`src/logic/gpio_audio_pkg.sv`:
```
package gpio_audio_pkg;

    // register offsets on the configuration port
    localparam logic [7:0] OFF_GPIO0 = 8'h0D;
    localparam logic [7:0] OFF_GPIO12 = 8'h0E;
    localparam logic [7:0] OFF_GPIO3_OUT4 = 8'h0F;
    localparam logic [7:0] OFF_OUT56 = 8'h10;
    localparam logic [7:0] OFF_OUT78 = 8'h11;
    localparam logic [7:0] OFF_GENERAL = 8'h12;
    localparam logic [7:0] OFF_STATUS = 8'h13;

    // every configuration register clears to this value
    localparam logic [7:0] REG_RESET = 8'h00;
    localparam logic [7:0] READ_NONE = 8'h00;

    // fields inside one configuration nibble
    localparam int NIB_EN = 0;
    localparam int NIB_FWD = 1;
    localparam int NIB_BACK = 2;
    localparam int NIB_LEVEL = 3;

    // fields of the general configuration register
    localparam int GEN_CHB = 0;
    localparam int GEN_ACTIVE = 1;
    localparam int GEN_MODE18 = 2;

    // fields of the status register
    localparam int ST_MODE18 = 0;
    localparam int ST_CHB = 1;
    localparam int ST_RATE_ERR = 2;
    localparam int ST_BIST_OK = 3;

    // audio bit clock timing: periods in ns, minimum bit length in pixel clocks
    localparam int PCLK_NS = 100;
    localparam int BIT_PERIOD_NS = 400;
    localparam int MIN_BIT_CYCLES = (BIT_PERIOD_NS + PCLK_NS - 1) / PCLK_NS;
    localparam int AUDIO_MAX_BITS = 32;
    localparam logic [5:0] LEN_ZERO = 6'h00;
    localparam logic [2:0] GAP_ZERO = 3'h0;
    // gap count after reset and when the bit clock is idle; saturated so the
    // first rise after reset is never taken for a rate fault
    localparam logic [2:0] GAP_FULL = 3'h7;

    // stored configuration, one byte each
    typedef struct packed {
        logic [7:0] general;
        logic [7:0] out78;
        logic [7:0] out56;
        logic [7:0] gpio3_out4;
        logic [7:0] gpio12;
        logic [7:0] gpio0;
    } cfg_t;

    // one register access
    typedef struct packed {
        logic wr;
        logic rd;
        logic [7:0] addr;
        logic [7:0] wdata;
    } reg_req_t;

    // one captured audio word for both data lines
    typedef struct packed {
        logic wc;
        logic [5:0] len;
        logic has_b;
        logic [31:0] sample_a;
        logic [31:0] sample_b;
    } audio_word_t;

    // payload handed to the link each pixel clock
    typedef struct packed {
        logic [23:0] rgb;
        logic de;
        logic mode18;
        logic [3:0] gpio;
        logic audio_valid;
        logic audio_in_active;
        audio_word_t audio;
    } fwd_frame_t;

    // pick one configuration nibble out of a byte
    function automatic logic [3:0] nibble(input logic [7:0] b, input logic hi);
        nibble = hi ? b[7:4] : b[3:0];
    endfunction : nibble

endpackage : gpio_audio_pkg

```
`src/logic/cfg_regs.sv`:
```
`timescale 1ns/10ps
module cfg_regs (
    // clock and reset
    input wire logic clk,
    input wire logic rst,
    // access port
    input gpio_audio_pkg::reg_req_t req,
    input wire logic [7:0] status,
    output gpio_audio_pkg::cfg_t cfg,
    output logic [7:0] rdata,
    output logic rvalid
);
    import gpio_audio_pkg::*;

    cfg_t next_cfg; // configuration after this access
    logic [7:0] next_rdata; // read answer
    logic next_rvalid;

    // decode the write and the read
    always_comb begin
        next_cfg = cfg;
        next_rdata = READ_NONE;
        next_rvalid = req.rd;
        if (req.wr) begin
            case (req.addr)
                OFF_GPIO0: next_cfg.gpio0 = req.wdata;
                OFF_GPIO12: next_cfg.gpio12 = req.wdata;
                OFF_GPIO3_OUT4: next_cfg.gpio3_out4 = req.wdata;
                OFF_OUT56: next_cfg.out56 = req.wdata;
                OFF_OUT78: next_cfg.out78 = req.wdata;
                OFF_GENERAL: next_cfg.general = req.wdata;
                default: next_cfg = cfg; // unmapped writes are dropped
            endcase
        end
        case (req.addr)
            OFF_GPIO0: next_rdata = cfg.gpio0;
            OFF_GPIO12: next_rdata = cfg.gpio12;
            OFF_GPIO3_OUT4: next_rdata = cfg.gpio3_out4;
            OFF_OUT56: next_rdata = cfg.out56;
            OFF_OUT78: next_rdata = cfg.out78;
            OFF_GENERAL: next_rdata = cfg.general;
            OFF_STATUS: next_rdata = status;
            default: next_rdata = READ_NONE;
        endcase
    end

    // everything clears so no pin wakes up active
    always_ff @(posedge clk) begin
        if (rst) begin
            cfg <= {6{REG_RESET}};
            rdata <= READ_NONE;
            rvalid <= 1'b0;
        end else begin
            cfg <= next_cfg;
            rdata <= next_rdata;
            rvalid <= next_rvalid;
        end
    end

endmodule : cfg_regs

```
`src/logic/audio_capture.sv`:
```
`timescale 1ns/10ps
module audio_capture (
    // clock and reset
    input wire logic clk,
    input wire logic rst,
    // audio pins, sampled on the pixel clock
    input wire logic bclk,
    input wire logic wclk,
    input wire logic data_a,
    input wire logic data_b,
    input wire logic chb_en,
    // captured words
    output gpio_audio_pkg::audio_word_t word,
    output logic word_valid,
    output logic rate_err
);
    import gpio_audio_pkg::*;

    logic bclk_q; // previous bit clock level
    logic wc_q; // word clock at the last bit
    logic [5:0] len; // bits in the current word
    logic [31:0] sh_a;
    logic [31:0] sh_b;
    logic [2:0] gap; // pixel clocks since the last bit
    logic next_wc_q;
    logic [5:0] next_len;
    logic [31:0] next_sh_a;
    logic [31:0] next_sh_b;
    logic [2:0] next_gap;
    audio_word_t next_word;
    logic next_word_valid;
    logic next_rate_err;
    logic rise;

    // shift on each bit clock rise; a word clock change closes the word
    always_comb begin
        rise = bclk & ~bclk_q;
        next_wc_q = wc_q;
        next_len = len;
        next_sh_a = sh_a;
        next_sh_b = sh_b;
        next_gap = (gap == GAP_FULL) ? gap : gap + 3'h1;
        next_word = word;
        next_word_valid = 1'b0;
        next_rate_err = 1'b0;
        if (rise) begin
            next_gap = GAP_ZERO;
            // the source must hold one bit for four pixel clocks
            next_rate_err = (gap < 3'(MIN_BIT_CYCLES - 1));
            next_wc_q = wclk;
            if (wclk != wc_q && len != LEN_ZERO) begin
                next_word.wc = wc_q;
                next_word.len = len;
                next_word.has_b = chb_en;
                next_word.sample_a = sh_a;
                next_word.sample_b = chb_en ? sh_b : 32'h0;
                next_word_valid = 1'b1;
                next_len = 6'h1;
                next_sh_a = {31'h0, data_a};
                next_sh_b = {31'h0, data_b};
            end else begin
                // words longer than 32 bits keep the last 32
                next_len = (len == 6'(AUDIO_MAX_BITS)) ? len : len + 6'h1;
                next_sh_a = {sh_a[30:0], data_a};
                next_sh_b = {sh_b[30:0], data_b};
            end
        end
    end

    // capture state
    always_ff @(posedge clk) begin
        if (rst) begin
            bclk_q <= 1'b0;
            wc_q <= 1'b0;
            len <= LEN_ZERO;
            sh_a <= 32'h0;
            sh_b <= 32'h0;
            gap <= GAP_FULL; // no earlier rise to measure against
            word <= '0;
            word_valid <= 1'b0;
            rate_err <= 1'b0;
        end else begin
            bclk_q <= bclk;
            wc_q <= next_wc_q;
            len <= next_len;
            sh_a <= next_sh_a;
            sh_b <= next_sh_b;
            gap <= next_gap;
            word <= next_word;
            word_valid <= next_word_valid;
            rate_err <= next_rate_err;
        end
    end

endmodule : audio_capture

```
`src/logic/gpio_audio_core.sv`:
```
`timescale 1ns/10ps
// Contract
// - channel B off gives 24-bit unless 0x12 bit 2 is set, on gives 18-bit
// - 18-bit frees four colour inputs as pins
// - pins idle until enabled by register
// - 0x12=0x04 enters 18-bit, remote follows
// - forward pins 2,1,0 by 0x30,0x03,0x93
// - back pins 2,1,0 by 0x50,0x05,0x95
// - output pins follow local register bits only
// - 0x11 drives output pins 8 and 7
// - 0x10 drives pins 6,5; 0x0F pin 4
// - 24-bit mode takes three audio inputs
// - audio packed into blanking or active video
// - channel B by strap or general bit 0
// - 32 to 192 kHz, 16/24/32-bit words
// - no self-test in backward-compatible mode
module gpio_audio_core (
    // clock and reset
    input wire logic clk,
    input wire logic rst,
    // configuration port
    input gpio_audio_pkg::reg_req_t req,
    output logic [7:0] rdata,
    output logic rvalid,
    // straps
    input wire logic strap_chb,
    input wire logic strap_backcompat,
    // video pins; the low red and green bits double as general pins
    input wire logic [23:0] rgb_in,
    input wire logic de_in,
    output logic [3:0] gpio_out,
    output logic [3:0] gpio_oe,
    // audio pins
    input wire logic i2s_bclk,
    input wire logic i2s_wclk,
    input wire logic i2s_data,
    input wire logic second_audio_data,
    // register driven output pins 8..4
    output logic [8:4] register_driven_outputs,
    // link side
    input wire logic [3:0] back_gpio,
    output gpio_audio_pkg::fwd_frame_t fwd,
    output logic remote_mode18,
    output logic bist_allowed
);
    import gpio_audio_pkg::*;

    cfg_t cfg; // stored configuration
    audio_word_t cap_word; // word from the capture unit
    logic cap_valid;
    logic cap_rate_err;
    logic rate_err; // sticky bit rate fault
    logic next_rate_err;
    logic [7:0] status;
    logic mode18; // 18-bit colour mode in force
    logic chb; // second audio line accepted
    logic [3:0] pin_cfg [4]; // per general pin nibble
    logic [3:0] fwd_en;
    logic [3:0] back_en;
    audio_word_t pend; // word waiting for its slot
    logic pend_valid;
    audio_word_t next_pend;
    logic next_pend_valid;
    fwd_frame_t next_fwd;
    logic [3:0] next_gpio_out;
    logic [3:0] next_gpio_oe;
    logic [8:4] next_outs;
    logic slot; // this cycle may carry audio

    // configuration storage with registered read answer
    cfg_regs u_regs (
        .clk(clk),
        .rst(rst),
        .req(req),
        .status(status),
        .cfg(cfg),
        .rdata(rdata),
        .rvalid(rvalid)
    );

    // audio capture on the pixel clock
    audio_capture u_audio (
        .clk(clk),
        .rst(rst),
        .bclk(i2s_bclk),
        .wclk(i2s_wclk),
        .data_a(i2s_data),
        .data_b(second_audio_data),
        .chb_en(chb),
        .word(cap_word),
        .word_valid(cap_valid),
        .rate_err(cap_rate_err)
    );

    // mode decode: strap or register selects channel B and 18-bit
    always_comb begin
        chb = strap_chb | cfg.general[GEN_CHB];
        // writing 0x04 also enters 18-bit mode without channel B
        mode18 = chb | cfg.general[GEN_MODE18];
        pin_cfg[0] = nibble(cfg.gpio0, 1'b0);
        pin_cfg[1] = nibble(cfg.gpio12, 1'b0);
        pin_cfg[2] = nibble(cfg.gpio12, 1'b1);
        pin_cfg[3] = nibble(cfg.gpio3_out4, 1'b0);
        for (int i = 0; i < 4; i++) begin
            // 0x3 in a nibble is forward input, 0x5 is back output
            fwd_en[i] = mode18 & pin_cfg[i][NIB_EN] & pin_cfg[i][NIB_FWD];
            back_en[i] = mode18 & pin_cfg[i][NIB_EN] & pin_cfg[i][NIB_BACK];
        end
        status = 8'h00;
        status[ST_MODE18] = mode18;
        status[ST_CHB] = chb;
        status[ST_RATE_ERR] = rate_err;
        status[ST_BIST_OK] = ~strap_backcompat;
    end

    // sticky rate fault; a new fault beats the clear on read
    always_comb begin
        next_rate_err = rate_err;
        if (req.rd && req.addr == OFF_STATUS) begin
            next_rate_err = 1'b0;
        end
        if (cap_rate_err) begin
            next_rate_err = 1'b1;
        end
    end

    // pins, audio slotting and the forward frame
    always_comb begin
        // register driven outputs: enable bit and level bit of each nibble
        next_outs[8] = cfg.out78[7] & cfg.out78[4];
        next_outs[7] = cfg.out78[3] & cfg.out78[0];
        next_outs[6] = cfg.out56[7] & cfg.out56[4];
        next_outs[5] = cfg.out56[3] & cfg.out56[0];
        next_outs[4] = cfg.gpio3_out4[7] & cfg.gpio3_out4[4];
        next_gpio_oe = back_en;
        next_gpio_out = back_gpio & back_en;
        // audio goes in blanking unless active-video transport is set
        slot = cfg.general[GEN_ACTIVE] ? de_in : ~de_in;
        next_pend = pend;
        next_pend_valid = pend_valid;
        next_fwd = '0;
        next_fwd.rgb = rgb_in;
        if (mode18) begin
            // the freed low red and green bits carry no colour
            next_fwd.rgb[17:16] = 2'b00;
            next_fwd.rgb[9:8] = 2'b00;
        end
        next_fwd.de = de_in;
        next_fwd.mode18 = mode18;
        next_fwd.gpio = {rgb_in[9:8], rgb_in[17:16]} & fwd_en;
        next_fwd.audio_in_active = cfg.general[GEN_ACTIVE];
        if (pend_valid && slot) begin
            next_fwd.audio_valid = 1'b1;
            next_fwd.audio = pend;
            next_pend_valid = 1'b0;
        end
        // a fresh word replaces an unsent one; sources that never
        // leave a slot for a whole word lose samples
        if (cap_valid) begin
            next_pend = cap_word;
            next_pend_valid = 1'b1;
        end
    end

    // register everything that leaves the block
    always_ff @(posedge clk) begin
        if (rst) begin
            rate_err <= 1'b0;
            pend <= '0;
            pend_valid <= 1'b0;
            fwd <= '0;
            gpio_out <= 4'h0;
            gpio_oe <= 4'h0;
            register_driven_outputs <= 5'h00;
            remote_mode18 <= 1'b0;
            bist_allowed <= 1'b0;
        end else begin
            rate_err <= next_rate_err;
            pend <= next_pend;
            pend_valid <= next_pend_valid;
            fwd <= next_fwd;
            gpio_out <= next_gpio_out;
            gpio_oe <= next_gpio_oe;
            register_driven_outputs <= next_outs;
            remote_mode18 <= mode18;
            bist_allowed <= ~strap_backcompat;
        end
    end

    // checks
    gpo_follow_a: assert property (@(posedge clk) disable iff (rst)
        (req.wr && req.addr == OFF_OUT78 && req.wdata == 8'h90)
        |-> ##2 register_driven_outputs[8]) else $error("out8 not high");
    gpo_low_a: assert property (@(posedge clk) disable iff (rst)
        (req.wr && req.addr == OFF_OUT56 && req.wdata == 8'h01)
        |-> ##2 !register_driven_outputs[5]) else $error("out5 not low");
    pin_idle_a: assert property (@(posedge clk) disable iff (rst)
        !$past(mode18) |-> (gpio_oe == 4'h0) && (fwd.gpio == 4'h0))
        else $error("pin active outside 18-bit");
    back_pin_a: assert property (@(posedge clk) disable iff (rst)
        (req.wr && req.addr == OFF_GPIO3_OUT4 && req.wdata == 8'h05 && mode18)
        ##1 mode18 |-> ##1 gpio_oe[3]) else $error("pin 3 not driving");
    fwd_pin_a: assert property (@(posedge clk) disable iff (rst)
        $past(back_en[0]) && !$past(fwd_en[0]) |-> gpio_oe[0] && !fwd.gpio[0])
        else $error("pin 0 not driving alone");
    colour_cut_a: assert property (@(posedge clk) disable iff (rst)
        fwd.mode18 |-> (fwd.rgb[17:16] == 2'b00) && (fwd.rgb[9:8] == 2'b00))
        else $error("low colour bits leak in 18-bit");
    mode_write_a: assert property (@(posedge clk) disable iff (rst)
        (req.wr && req.addr == OFF_GENERAL && req.wdata == 8'h04)
        |-> ##2 remote_mode18 ##0 fwd.mode18) else $error("18-bit not entered");
    audio_slot_a: assert property (@(posedge clk) disable iff (rst)
        fwd.audio_valid |-> (fwd.audio_in_active ? fwd.de : !fwd.de))
        else $error("audio outside its slot");
    bist_gate_a: assert property (@(posedge clk) disable iff (rst)
        strap_backcompat ##1 strap_backcompat |-> !bist_allowed)
        else $error("self-test allowed in compatible mode");
    rate_flag_a: assert property (@(posedge clk) disable iff (rst)
        cap_rate_err |=> rate_err) else $error("rate fault lost");

endmodule : gpio_audio_core

```
`config.mk`:
```
export PLATFORM = sky130hd
export DESIGN_NAME = gpio_audio_core
export DESIGN_NICKNAME = d
export VERILOG_FILES = /design/src/logic/gpio_audio_pkg.sv /design/src/logic/cfg_regs.sv /design/src/logic/audio_capture.sv /design/src/logic/gpio_audio_core.sv
export SDC_FILE = /design/constraint.sdc
export NUM_CORES = 1
export LEC_CHECK = 0
export BUFFER_PORTS_ARGS = -buffer_cell sky130_fd_sc_hd__clkbuf_2
export CAP_MARGIN = 20
export CORE_UTILIZATION = 50
export DETAILED_ROUTE_END_ITERATION = 7
export MAX_ROUTING_LAYER = met4
export PLACE_DENSITY = 0.73
export SLEW_MARGIN = 10
export SYNTH_ARGS = -nofsm -noshare
export SYNTH_HDL_FRONTEND = slang
export SYNTH_SLANG_ARGS = --single-unit
```
`constraint.sdc`:
```
create_clock -name clk -period 2.6 [get_ports clk]
set_input_delay 0 -clock clk [delete_from_list [all_inputs] [get_ports clk]]
set_output_delay 0 -clock clk [all_outputs]
set_load 0.03 [all_outputs]
```
### Word-level counts from Yosys, hierarchy flattened

Index checks and enable logic that the tools add are counted.

| storage, ports and cells | value |
|---|---|
| flip-flop bits (word level) | 398 |
| input bits | 55 |
| output and inout port bits | 128 |
| logic and storage cells | 118 |

| operators by class | value |
|---|---|
| $add $sub $neg | 2 |
| magnitude comparators | 1 |
| equality and inequality tests | 12 |
| multiplexer cells | 15 |
| bitwise logic cells | 27 |
| reduce and logical (&&, ||, !) cells | 17 |

Operators by type and width:

| cell | number |
|---|---|
| 32-bit 2-to-1 mux | 3 |
| 8-bit one-hot mux with 7 select lines | 1 |
| 8-bit by 5-bit equality test with 1-bit output, second input constant | 4 |
| 8-bit by 4-bit equality test with 1-bit output, second input constant | 3 |
| 1-bit AND | 18 |
| 2-bit AND reduction | 8 |
| 6-bit 2-to-1 mux | 2 |
| 4-bit AND | 2 |
| 1-bit 2-to-1 mux | 7 |
| 6-bit by 1-bit adder with 6-bit output, second input constant | 1 |
| 6-bit equality test, second input constant | 1 |
| 3-bit 2-to-1 mux | 2 |
| 6-bit nonzero test | 1 |
| 2-bit OR reduction | 3 |
| 1-bit NOT | 5 |
| 2-bit by 1-bit inequality test with 1-bit output, second input constant | 2 |
| 2-bit nonzero test | 2 |
| 3-bit by 1-bit adder with 3-bit output, second input constant | 1 |
| 3-bit equality test, second input constant | 1 |
| 1-bit logical AND | 3 |
| 3-bit by 2-bit < comparator with 1-bit output, second input constant | 1 |
| 1-bit OR | 2 |
| 1-bit inequality test | 1 |

### Depth between registers and ports, before layout

Gate-level depths: netlist (run 1).

| depth | value |
|---|---|
| depth in word-level cells | 5 |
| mapped depth | 8 |
| gate-level depth less buffers | 6 |

### Cells and area by module

Synthesis (run 1) repeated with hierarchy kept, for this count alone.

| unflattened totals | value |
|---|---|
| cells, all modules | 1412 |
| area, all modules | 14005.9 sq um |

Modules (own cells, without submodules):

| module | instances | cells an instance | area each (sq um) | sequential area each (sq um) |
|---|---|---|---|---|
| gpio_audio_core | 1 | 502 | 5848.1 | 3843.7 |
| audio_capture | 1 | 666 | 5580.4 | 2982.9 |
| cfg_regs | 1 | 244 | 2577.5 | 1141.1 |

### Least setup slack after synthesis (run 1)

No wires, ideal clock.

| path | value |
|---|---|
| kind | register to register |
| start | register u_audio.len[0] |
| end | register u_audio.word[56] (netlist name) |
| library setup time | 0.132 ns |
| arrival time | 1.633 ns |
| data required time | 2.468 ns |
| setup slack | 0.835 ns |
| cell stages (with the launch flop) | 9 |
| path buffers | 2 |
| period minus slack after synthesis | 1.765 ns |
| cell sequence | dfxtp_1 -> inv_1 -> ha_1 -> or4b_4 -> o211a_1 -> buf_2 -> buf_2 -> nand2_1 -> a21oi_1 |

| between the ends | value |
|---|---|
| longest elaborated chain between the ends | 3 |

RTL lines:

| what | line | source |
|---|---|---|
| start, declared | audio_capture.sv:21 | `logic [5:0] len;` |
| start signal, assigned | audio_capture.sv:85 | `len <= next_len;` |
| 6-bit nonzero test | audio_capture.sv:51 | `if (wclk != wc_q && len != LEN_ZERO) begin` |
| 1-bit logical AND | audio_capture.sv:51 |  |
| 2-bit AND reduction (no source line) | - |  |
| end signal, assigned | audio_capture.sv:89 | `word <= next_word;` |
| end, declared | audio_capture.sv:13 | `output gpio_audio_pkg::audio_word_t word,` |

Every way passes these cells.
A chain may end at the register's enable or synchronous reset.

### Final worst setup path (run 1)

| path | value |
|---|---|
| start | register u_audio.len[0] |
| end | register u_audio.word[36] (netlist name) |

The elaborated chain is that of the path after synthesis.

==> results of run 1 <==
[power by group]
part	switching (µW)	total (µW)	internal, µW
Clock	2180	5440	3250
Sequential	29.5	6170	6140
Combinational	355	569	214
[worst reg2reg max path, cell delays in order, from the launching register on]
cell	delay, ps
sky130_fd_sc_hd__dfxtp_1	350
sky130_fd_sc_hd__inv_1	90
sky130_fd_sc_hd__ha_1	160
sky130_fd_sc_hd__or4b_4	510
sky130_fd_sc_hd__o211ai_4	210
sky130_fd_sc_hd__buf_4	540
sky130_fd_sc_hd__nand2_1	170
sky130_fd_sc_hd__a21oi_1	170
[cell families (layout without fill, tap and decap cells)]
kind of cell	count (synthesis)	count (layout)
and+or+nand+nor	603	603
DFF	398	398
AOI/OAI and AO/OA	150	150
muxes	137	137
buffers and inverters	101	329
xor gates and xnor gates	5	5
adders and majority gates	4	4
[cells in the mapped netlist (all sizes together) (9+ instances only)]
cell type	instances	area, µm²
a21oi	111	612
a22o	9	78.8
and2	83	519
buf	43	282
clkbuf	53	199
dfxtp	398	7970
mux2i	126	1260
nand2	251	942
nand3	33	165
nand3b	34	255
nor2	140	526
nor2b	29	181
[sequential cells by signal, indices dropped and copies added (netlist names), 5 cells and up]
| signal | cells |
|---|---|
| fwd | 103 |
| pend | 72 |
| u_audio.word | 72 |
| u_regs.cfg | 48 |
| u_audio.sh_a | 32 |
| u_audio.sh_b | 32 |
| u_regs.rdata | 8 |
| u_audio.len | 6 |
| register_driven_outputs | 5 |
[metrics by stage]
stage	hold WS, ps	setup slack, ps	power [µW]
floorplan	72.4	835	6660
global placement	180	462	6800
detailed placement	180	351	6810
CTS	27.2	333	12300
global route	133	170	12600
finish	46.2	335	12200
[area by class of cell]
| cell class | instances | area (µm²) |
|---|---|---|
| fillers | 2241 | 10300 |
| flip-flops and latches | 398 | 7970 |
| multi-input cells | 899 | 5330 |
| repair buffers | 255 | 1660 |
| clock buffers | 64 | 1200 |
| well taps | 341 | 427 |
| clock inverters | 5 | 53.8 |
| inverters | 5 | 18.8 |
[final timing paths]
check / endpoint / cells past startpoint
max: u_audio.word[36] / 7
min: rate_err / 5
max reg2reg: u_audio.word[36] / 7
min reg2reg: rate_err / 2
[per-layer routing]
layer | wire [µm] | global-route usage | vias up
met1 | 13000 | 0.268 | 4675
met2 | 13400 | 0.340 | 221
li1 | - | - | 5006
met5 | 0 | - | -
met4 | 447 | 0.0523 | 0
met3 | 1360 | 0.0367 | 44
==> out/results.md, run 1 <==
| Quantity | Reported | Unit |
|---|---|---|
| Average footprint of a synthesized cell | 9.84 | µm² |
| Final routed wire length divided by cell count | 14.3 | µm |
| Clock Skew | 17.0 | ps |
| Cell area reported after detailed placement | 14800 | µm² |
| Count of vias placed by the detailed router | 9946 | - |
| Shortest period the worst path allows | 2260 | ps |
| Cell area after synthesis | 13800 | µm² |
| Most frequently used flop master after synthesis | sky130_fd_sc_hd__dfxtp_1 | - |
| Register-to-register setup slack | 340 | ps |
| Worst min path class | input port to register | - |
| CP bufs+invs | 2 | - |
| Run status | complete, no violations | - |
| Setup repair after global routing missed its margin | no | - |
| Multiplexer share of the synthesized area | 0.103 | - |
| Final wirelength | 28200 | µm |
| Buffers inserted by post-CTS timing repair | 0 | - |
| EDFF count, synth | 0 | - |
| Clock latency of the later-clocked register in the worst-skew pair | 520 | ps |
| Highest net fanout along the worst path | 55 | - |
| Critical Path Slowest Stage Cell | sky130_fd_sc_hd__buf_4 | - |
| Chip width | 168 | µm |
| Number of hold-repair buffers added at the cts stage | 58 | - |
| Top delay family on crit path | simple AND/OR/NAND/NOR gates | - |
| Gr ovfl total | 0 | - |
| First-pass GRT wire length | 47600 | µm |
| DRC violations left | 0 | - |
| Worst vdd ir | 425 | µV |
| Via count of the first global-routing pass | 9644 | - |
| Count of input and output buffers | 182 | - |
| Number of nets still failing antenna checks after routing | 0 | - |
| Synthesis Warnings | 0 | - |
| Number of hold violations in the final report | 0 | - |
| Design Area, Final | 16700 | µm² |
| Cell count after placement | 1840 | - |
| Post-layout util | 0.618 | - |
| Delay contributed by the slowest stage of the critical path | 540 | ps |
| Worst hold path startpoint | req[14] | - |
| Clock Tree Root | sky130_fd_sc_hd__clkbuf_16 | - |
| Final cell count without fillers | 1967 | - |
| Commonest non-fill, non-tap cells in the layout | sky130_fd_sc_hd__dfxtp_1 (397), sky130_fd_sc_hd__nand2_1 (251), sky130_fd_sc_hd__clkbuf_2 (181) | - |
| Critical Path Start | u_audio.len[0] | - |
| Synthesized flop and latch total | 398 | - |
| Reported max-cap violation count | 0 | - |
| Cells along the critical path | inv_1 > ha_1 > or4b_4 > o211ai_4 > buf_4 > nand2_1 > a21oi_1 | - |
| HPWL after detailed placement | 16200 | µm |
| Area growth, synth to finish | 21.1 | % |
| H-Tree Depth | 2 | - |
| Compound-Gate Fraction of Synth Area | 0.0665 | - |
| Critical path capture point type | register | - |
| Final number of max-transition violations | 0 | - |
| Die height | 168 | µm |
| Largest net degree at the start of global routing | 127 | - |
| Diodes inserted | 0 | - |
| Startpoint type of the worst setup path | register | - |
| Core footprint | 27000 | µm² |
| Class of the most critical setup path | register to register | - |
| Synthesized-area fraction occupied by and/or/nand/nor cells | 0.208 | - |
| Final clock period utilization by the worst path | 0.871 | - |
| Seq/Total Area, Yosys | 0.579 | - |
| Max-slew headroom at the worst pin | 0.345 | - |
| Number of sinks on the clock net | 398 | - |
| Clock-pin slew on the worst setup and hold paths | 60 | ps |
| Final net count | 1657 | - |
| Initial Util | 0.510 | - |
| Leak Pwr | 0.00699 | µW |
| Number of antenna violations at the first check in global routing | 0 | - |
| Critical path data required time | 3030 | ps |
| Gate Count Post-Synth | 1398 | - |
| Number of buffers created by CTS | 39 | - |
| Placer's final routability congestion estimate | 0.853 | - |
| Synthesized net count | 1457 | - |
| Share of layout cells above drive strength 1 | 0.181 | - |
| Ratio of routed vias to standard cells | 5.06 | - |
| Total negative slack for setup checks | 0 | ps |
| Dominant combinational cell family by area after synthesis | simple AND/OR/NAND/NOR gates | - |
| Source of the worst register-to-register timing path | u_audio.len[0] | - |
| Leading cell type in the layout, fill and taps excluded | sky130_fd_sc_hd__dfxtp_1 | - |
| GRT Util Overall | 0.209 | - |
| Adder and majority gate portion of the synthesized area | 0.00364 | - |
| Buffer levels on the longest clock path | 3 | - |
| Ratio of total power to cell area | 731 | nW/µm² |
| Measured slew at the worst slew-check pin | 974 | ps |
| Total of endpoints with negative setup slack in the final report | 0 | - |
| Clock tree from TritonCTS | built | - |
| Violation count after the first detailed-routing iteration | 657 | - |
| I/O pin total | 183 | - |
| Proportion of register bits with asynchronous set or reset after synthesis | 0 | - |
| Post-synthesis xor/xnor area fraction | 0.00318 | - |
| Highest Clock Rate | 442 | MHz |
| Count of unique library cells instantiated by Yosys | 49 | - |
| Die Outline Area | 28200 | µm² |
| FP Rows | 60 | - |
| Initial DRT Pass Iterations | 5 | - |
| Arrival time at the worst endpoint | 2700 | ps |
| Resized cells post-CTS | 0 | - |
Power figures use the tool's default switching activity.
==> run 2: changes to the inputs <==
--- a/config.mk
+++ b/config.mk
@@ -9,7 +9,6 @@
 export CAP_MARGIN = 20
 export CORE_UTILIZATION = 50
 export DETAILED_ROUTE_END_ITERATION = 7
-export MAX_ROUTING_LAYER = met4
 export PLACE_DENSITY = 0.73
 export SLEW_MARGIN = 10
 export SYNTH_ARGS = -nofsm -noshare
==> out/results.md, run 2 (synthesized netlist as in run 1, its figures left out) <==
| Quantity | Reported | Unit | Change |
|---|---|---|---|
| Run status | complete, no violations | - |  |
| CP bufs+invs | 2 | - | unchanged |
| Initial Util | 0.510 | - | unchanged |
| FP Rows | 60 | - | unchanged |
| Diodes inserted | 0 | - | unchanged |
| Highest Clock Rate | 439 | MHz | -0.55% |
| Design Area, Final | 16700 | µm² | unchanged |
| Via count of the first global-routing pass | 9630 | - | -0.15% |
| Clock latency of the later-clocked register in the worst-skew pair | 520 | ps | about the same |
| Cell area reported after detailed placement | 14800 | µm² | unchanged |
| Critical Path Start | u_audio.len[0] | - |  |
| Critical path capture point type | register | - |  |
| Top delay family on crit path | simple AND/OR/NAND/NOR gates | - |  |
| Clock Skew | 18.3 | ps | +1.32 ps |
| Final clock period utilization by the worst path | 0.876 | - | +0.00484 |
| Final net count | 1657 | - | unchanged |
| H-Tree Depth | 2 | - | unchanged |
| DRC violations left | 0 | - | unchanged |
| Worst min path class | input port to register | - |  |
| Power dissipated by switching net loads | 2570 | µW | +0.25% |
| Highest net fanout along the worst path | 55 | - | unchanged |
| Hold path cells | 5 | - | unchanged |
| Class of the most critical setup path | register to register | - |  |
| Power Internal | 9610 | µW | about the same |
| Area growth, synth to finish | 21.1 | % | unchanged |
| Startpoint type of the worst setup path | register | - |  |
| I/O pin total | 183 | - | unchanged |
| Switching power as a share of total power | 0.211 | - | +0.000411 |
| Leak Pwr | 0.00699 | µW | unchanged |
| Leading cell type in the layout, fill and taps excluded | sky130_fd_sc_hd__dfxtp_1 | - |  |
| Ratio of routed vias to standard cells | 5.04 | - | -0.26% |
| GRT Util Overall | 0.202 | - | -0.00646 |
| Number of antenna violations at the first check in global routing | 0 | - | unchanged |
| Gr ovfl total | 0 | - | unchanged |
| Arrival time at the worst endpoint | 2710 | ps | about the same |
| Measured slew at the worst slew-check pin | 973 | ps | -0.739 ps |
| Critical path data required time | 3040 | ps | about the same |
| Worst vdd ir | 425 | µV | about the same |
| HPWL after detailed placement | 16200 | µm | unchanged |
| Number of nets still failing antenna checks after routing | 0 | - | unchanged |
| Max FFs per register | 103 | - | unchanged |
| Final wirelength | 28200 | µm | about the same |
| Count of input and output buffers | 182 | - | unchanged |
| Largest registers | fwd: 103 flops, pend: 72 flops, u_audio.word: 72 flops | - |  |
| Source of the worst register-to-register timing path | u_audio.len[0] | - |  |
| Critical Path Slowest Stage Cell | sky130_fd_sc_hd__buf_4 | - |  |
| Combinational power share | 0.047 | - | about the same |
| Commonest non-fill, non-tap cells in the layout | sky130_fd_sc_hd__dfxtp_1 (397), sky130_fd_sc_hd__nand2_1 (251), sky130_fd_sc_hd__clkbuf_2 (181) | - |  |
| Clock Power Share | 0.447 | - | about the same |
| Number of sinks on the clock net | 398 | - | unchanged |
| Die height | 168 | µm | unchanged |
| First-pass GRT wire length | 47600 | µm | about the same |
| Worst Hold Path EP | rate_err | - |  |
| Clock tree from TritonCTS | built | - |  |
| Resized cells post-CTS | 0 | - | unchanged |
| Part of the total power dissipated in sequential elements | 0.507 | - | about the same |
| Top register by number of flip-flops | fwd | - |  |
| Max-slew headroom at the worst pin | 0.345 | - | +0.000497 |
| Chip width | 168 | µm | unchanged |
| Number of hold violations in the final report | 0 | - | unchanged |
| Initial DRT Pass Iterations | 5 | - | unchanged |
| Core footprint | 27000 | µm² | unchanged |
| Number of buffers created by CTS | 39 | - | unchanged |
| Layout filler cell count | 2241 | - | unchanged |
| Cells along the critical path | inv_1 > ha_1 > or4b_4 > o211ai_4 > buf_4 > nand2_1 > a21oi_1 | - |  |
| Die Outline Area | 28200 | µm² | unchanged |
| Share of layout cells above drive strength 1 | 0.181 | - | unchanged |
| Final routed wire length divided by cell count | 14.3 | µm | about the same |
| Placer's final routability congestion estimate | 0.840 | - | -1.5% |
| Reported max-cap violation count | 0 | - | unchanged |
| Register-to-register setup slack | 320 | ps | about the same |
| Total of endpoints with negative setup slack in the final report | 0 | - | unchanged |
| Count of vias placed by the detailed router | 9920 | - | -0.26% |
| Clock-pin slew on the worst setup and hold paths | 60 | ps | about the same |
| Shortest period the worst path allows | 2280 | ps | +12.6 ps |
| Final number of max-transition violations | 0 | - | unchanged |
| Depth of the worst register-to-register path | 7 | - | unchanged |
| Total negative slack for setup checks | 0 | ps | unchanged |
| Violation count after the first detailed-routing iteration | 625 | - | -4.9% |
| Ratio of total power to cell area | 731 | nW/µm² | about the same |
| Clock Tree Root | sky130_fd_sc_hd__clkbuf_16 | - |  |
| Largest net degree at the start of global routing | 127 | - | unchanged |
| Delay contributed by the slowest stage of the critical path | 550 | ps | about the same |
| Critical R2R Capture | u_audio.word[36] | - |  |
| Worst hold path startpoint | req[14] | - |  |
| Buffer levels on the longest clock path | 3 | - | unchanged |
| Setup repair after global routing missed its margin | no | - |  |
| Post-layout util | 0.618 | - | unchanged |
-- run 2: what timing repair did --
action                                 CTS  global route
hold buffers                            58             0
setup endpoints to repair                0             0
setup buffers                            0             0
endpoints found under the hold margin  112             0
-- run 2: worst register-to-register path, delay by kind of cell, from the launching register on --
| family | cells | cell delay [ps] |
|---|---|---|
| and+or+nand+nor | 2 | 670 |
| buffers and inverters | 2 | 640 |
| AOI/OAI and AO/OA | 2 | 380 |
| DFF | 1 | 350 |
| adders and majority gates | 1 | 170 |
-- run 2: final cells by class --
cell class                 count  area [µm²]  area share
sequential                   398        7970       0.478
multi-input combinational    899        5330       0.320
timing repair buffer         255        1660      0.0996
clock buffer                  64        1200      0.0722
tap                          341         427      0.0256
clock inverter                 5        53.8     0.00323
inverter                       5        18.8     0.00113
-- run 2: worst max-delay path by stage --
stage	end	slack (ps)	depth (start not counted)
finish	u_audio.word[36]	320	7
global route	u_audio.word[36]	170	7
floorplan	u_audio.word[56]	830	8
global placement	u_audio.word[37]	460	7
CTS	u_audio.word[45]	330	7
detailed placement	u_audio.word[41]	350	7
-- run 2: through the flow --
stage                     setup WS (ps)  total power (µW)  instances  hold WS (ps)
after floorplan                     835              6660       1398          72.4
after global placement              462              6800       1840           180
after detailed placement            351              6810       1840           180
after CTS                           333             12300       1967          27.2
after global routing                170             12600       1967           134
final                               323             12200       1967          46.1
-- run 2: power by group through the flow --
stage               Combinational (µW)  Sequential (µW)  Clock, µW
floorplan                          317             6340          0
global placement                   494             6300          0
detailed placement                 500             6310          0
CTS                                568             6170       5580
global route                       622             6170       5830
finish                             569             6170       5440
-- run 2: per-layer routing --
metal	share of wire	wire length, µm	vias to the layer above	global-route usage
li1	-	-	5002	-
met1	0.46	13100	4649	0.266
met2	0.47	13300	224	0.341
met3	0.046	1290	45	0.0374
met4	0.017	481	0	0.0523
met5	0	0	-	0
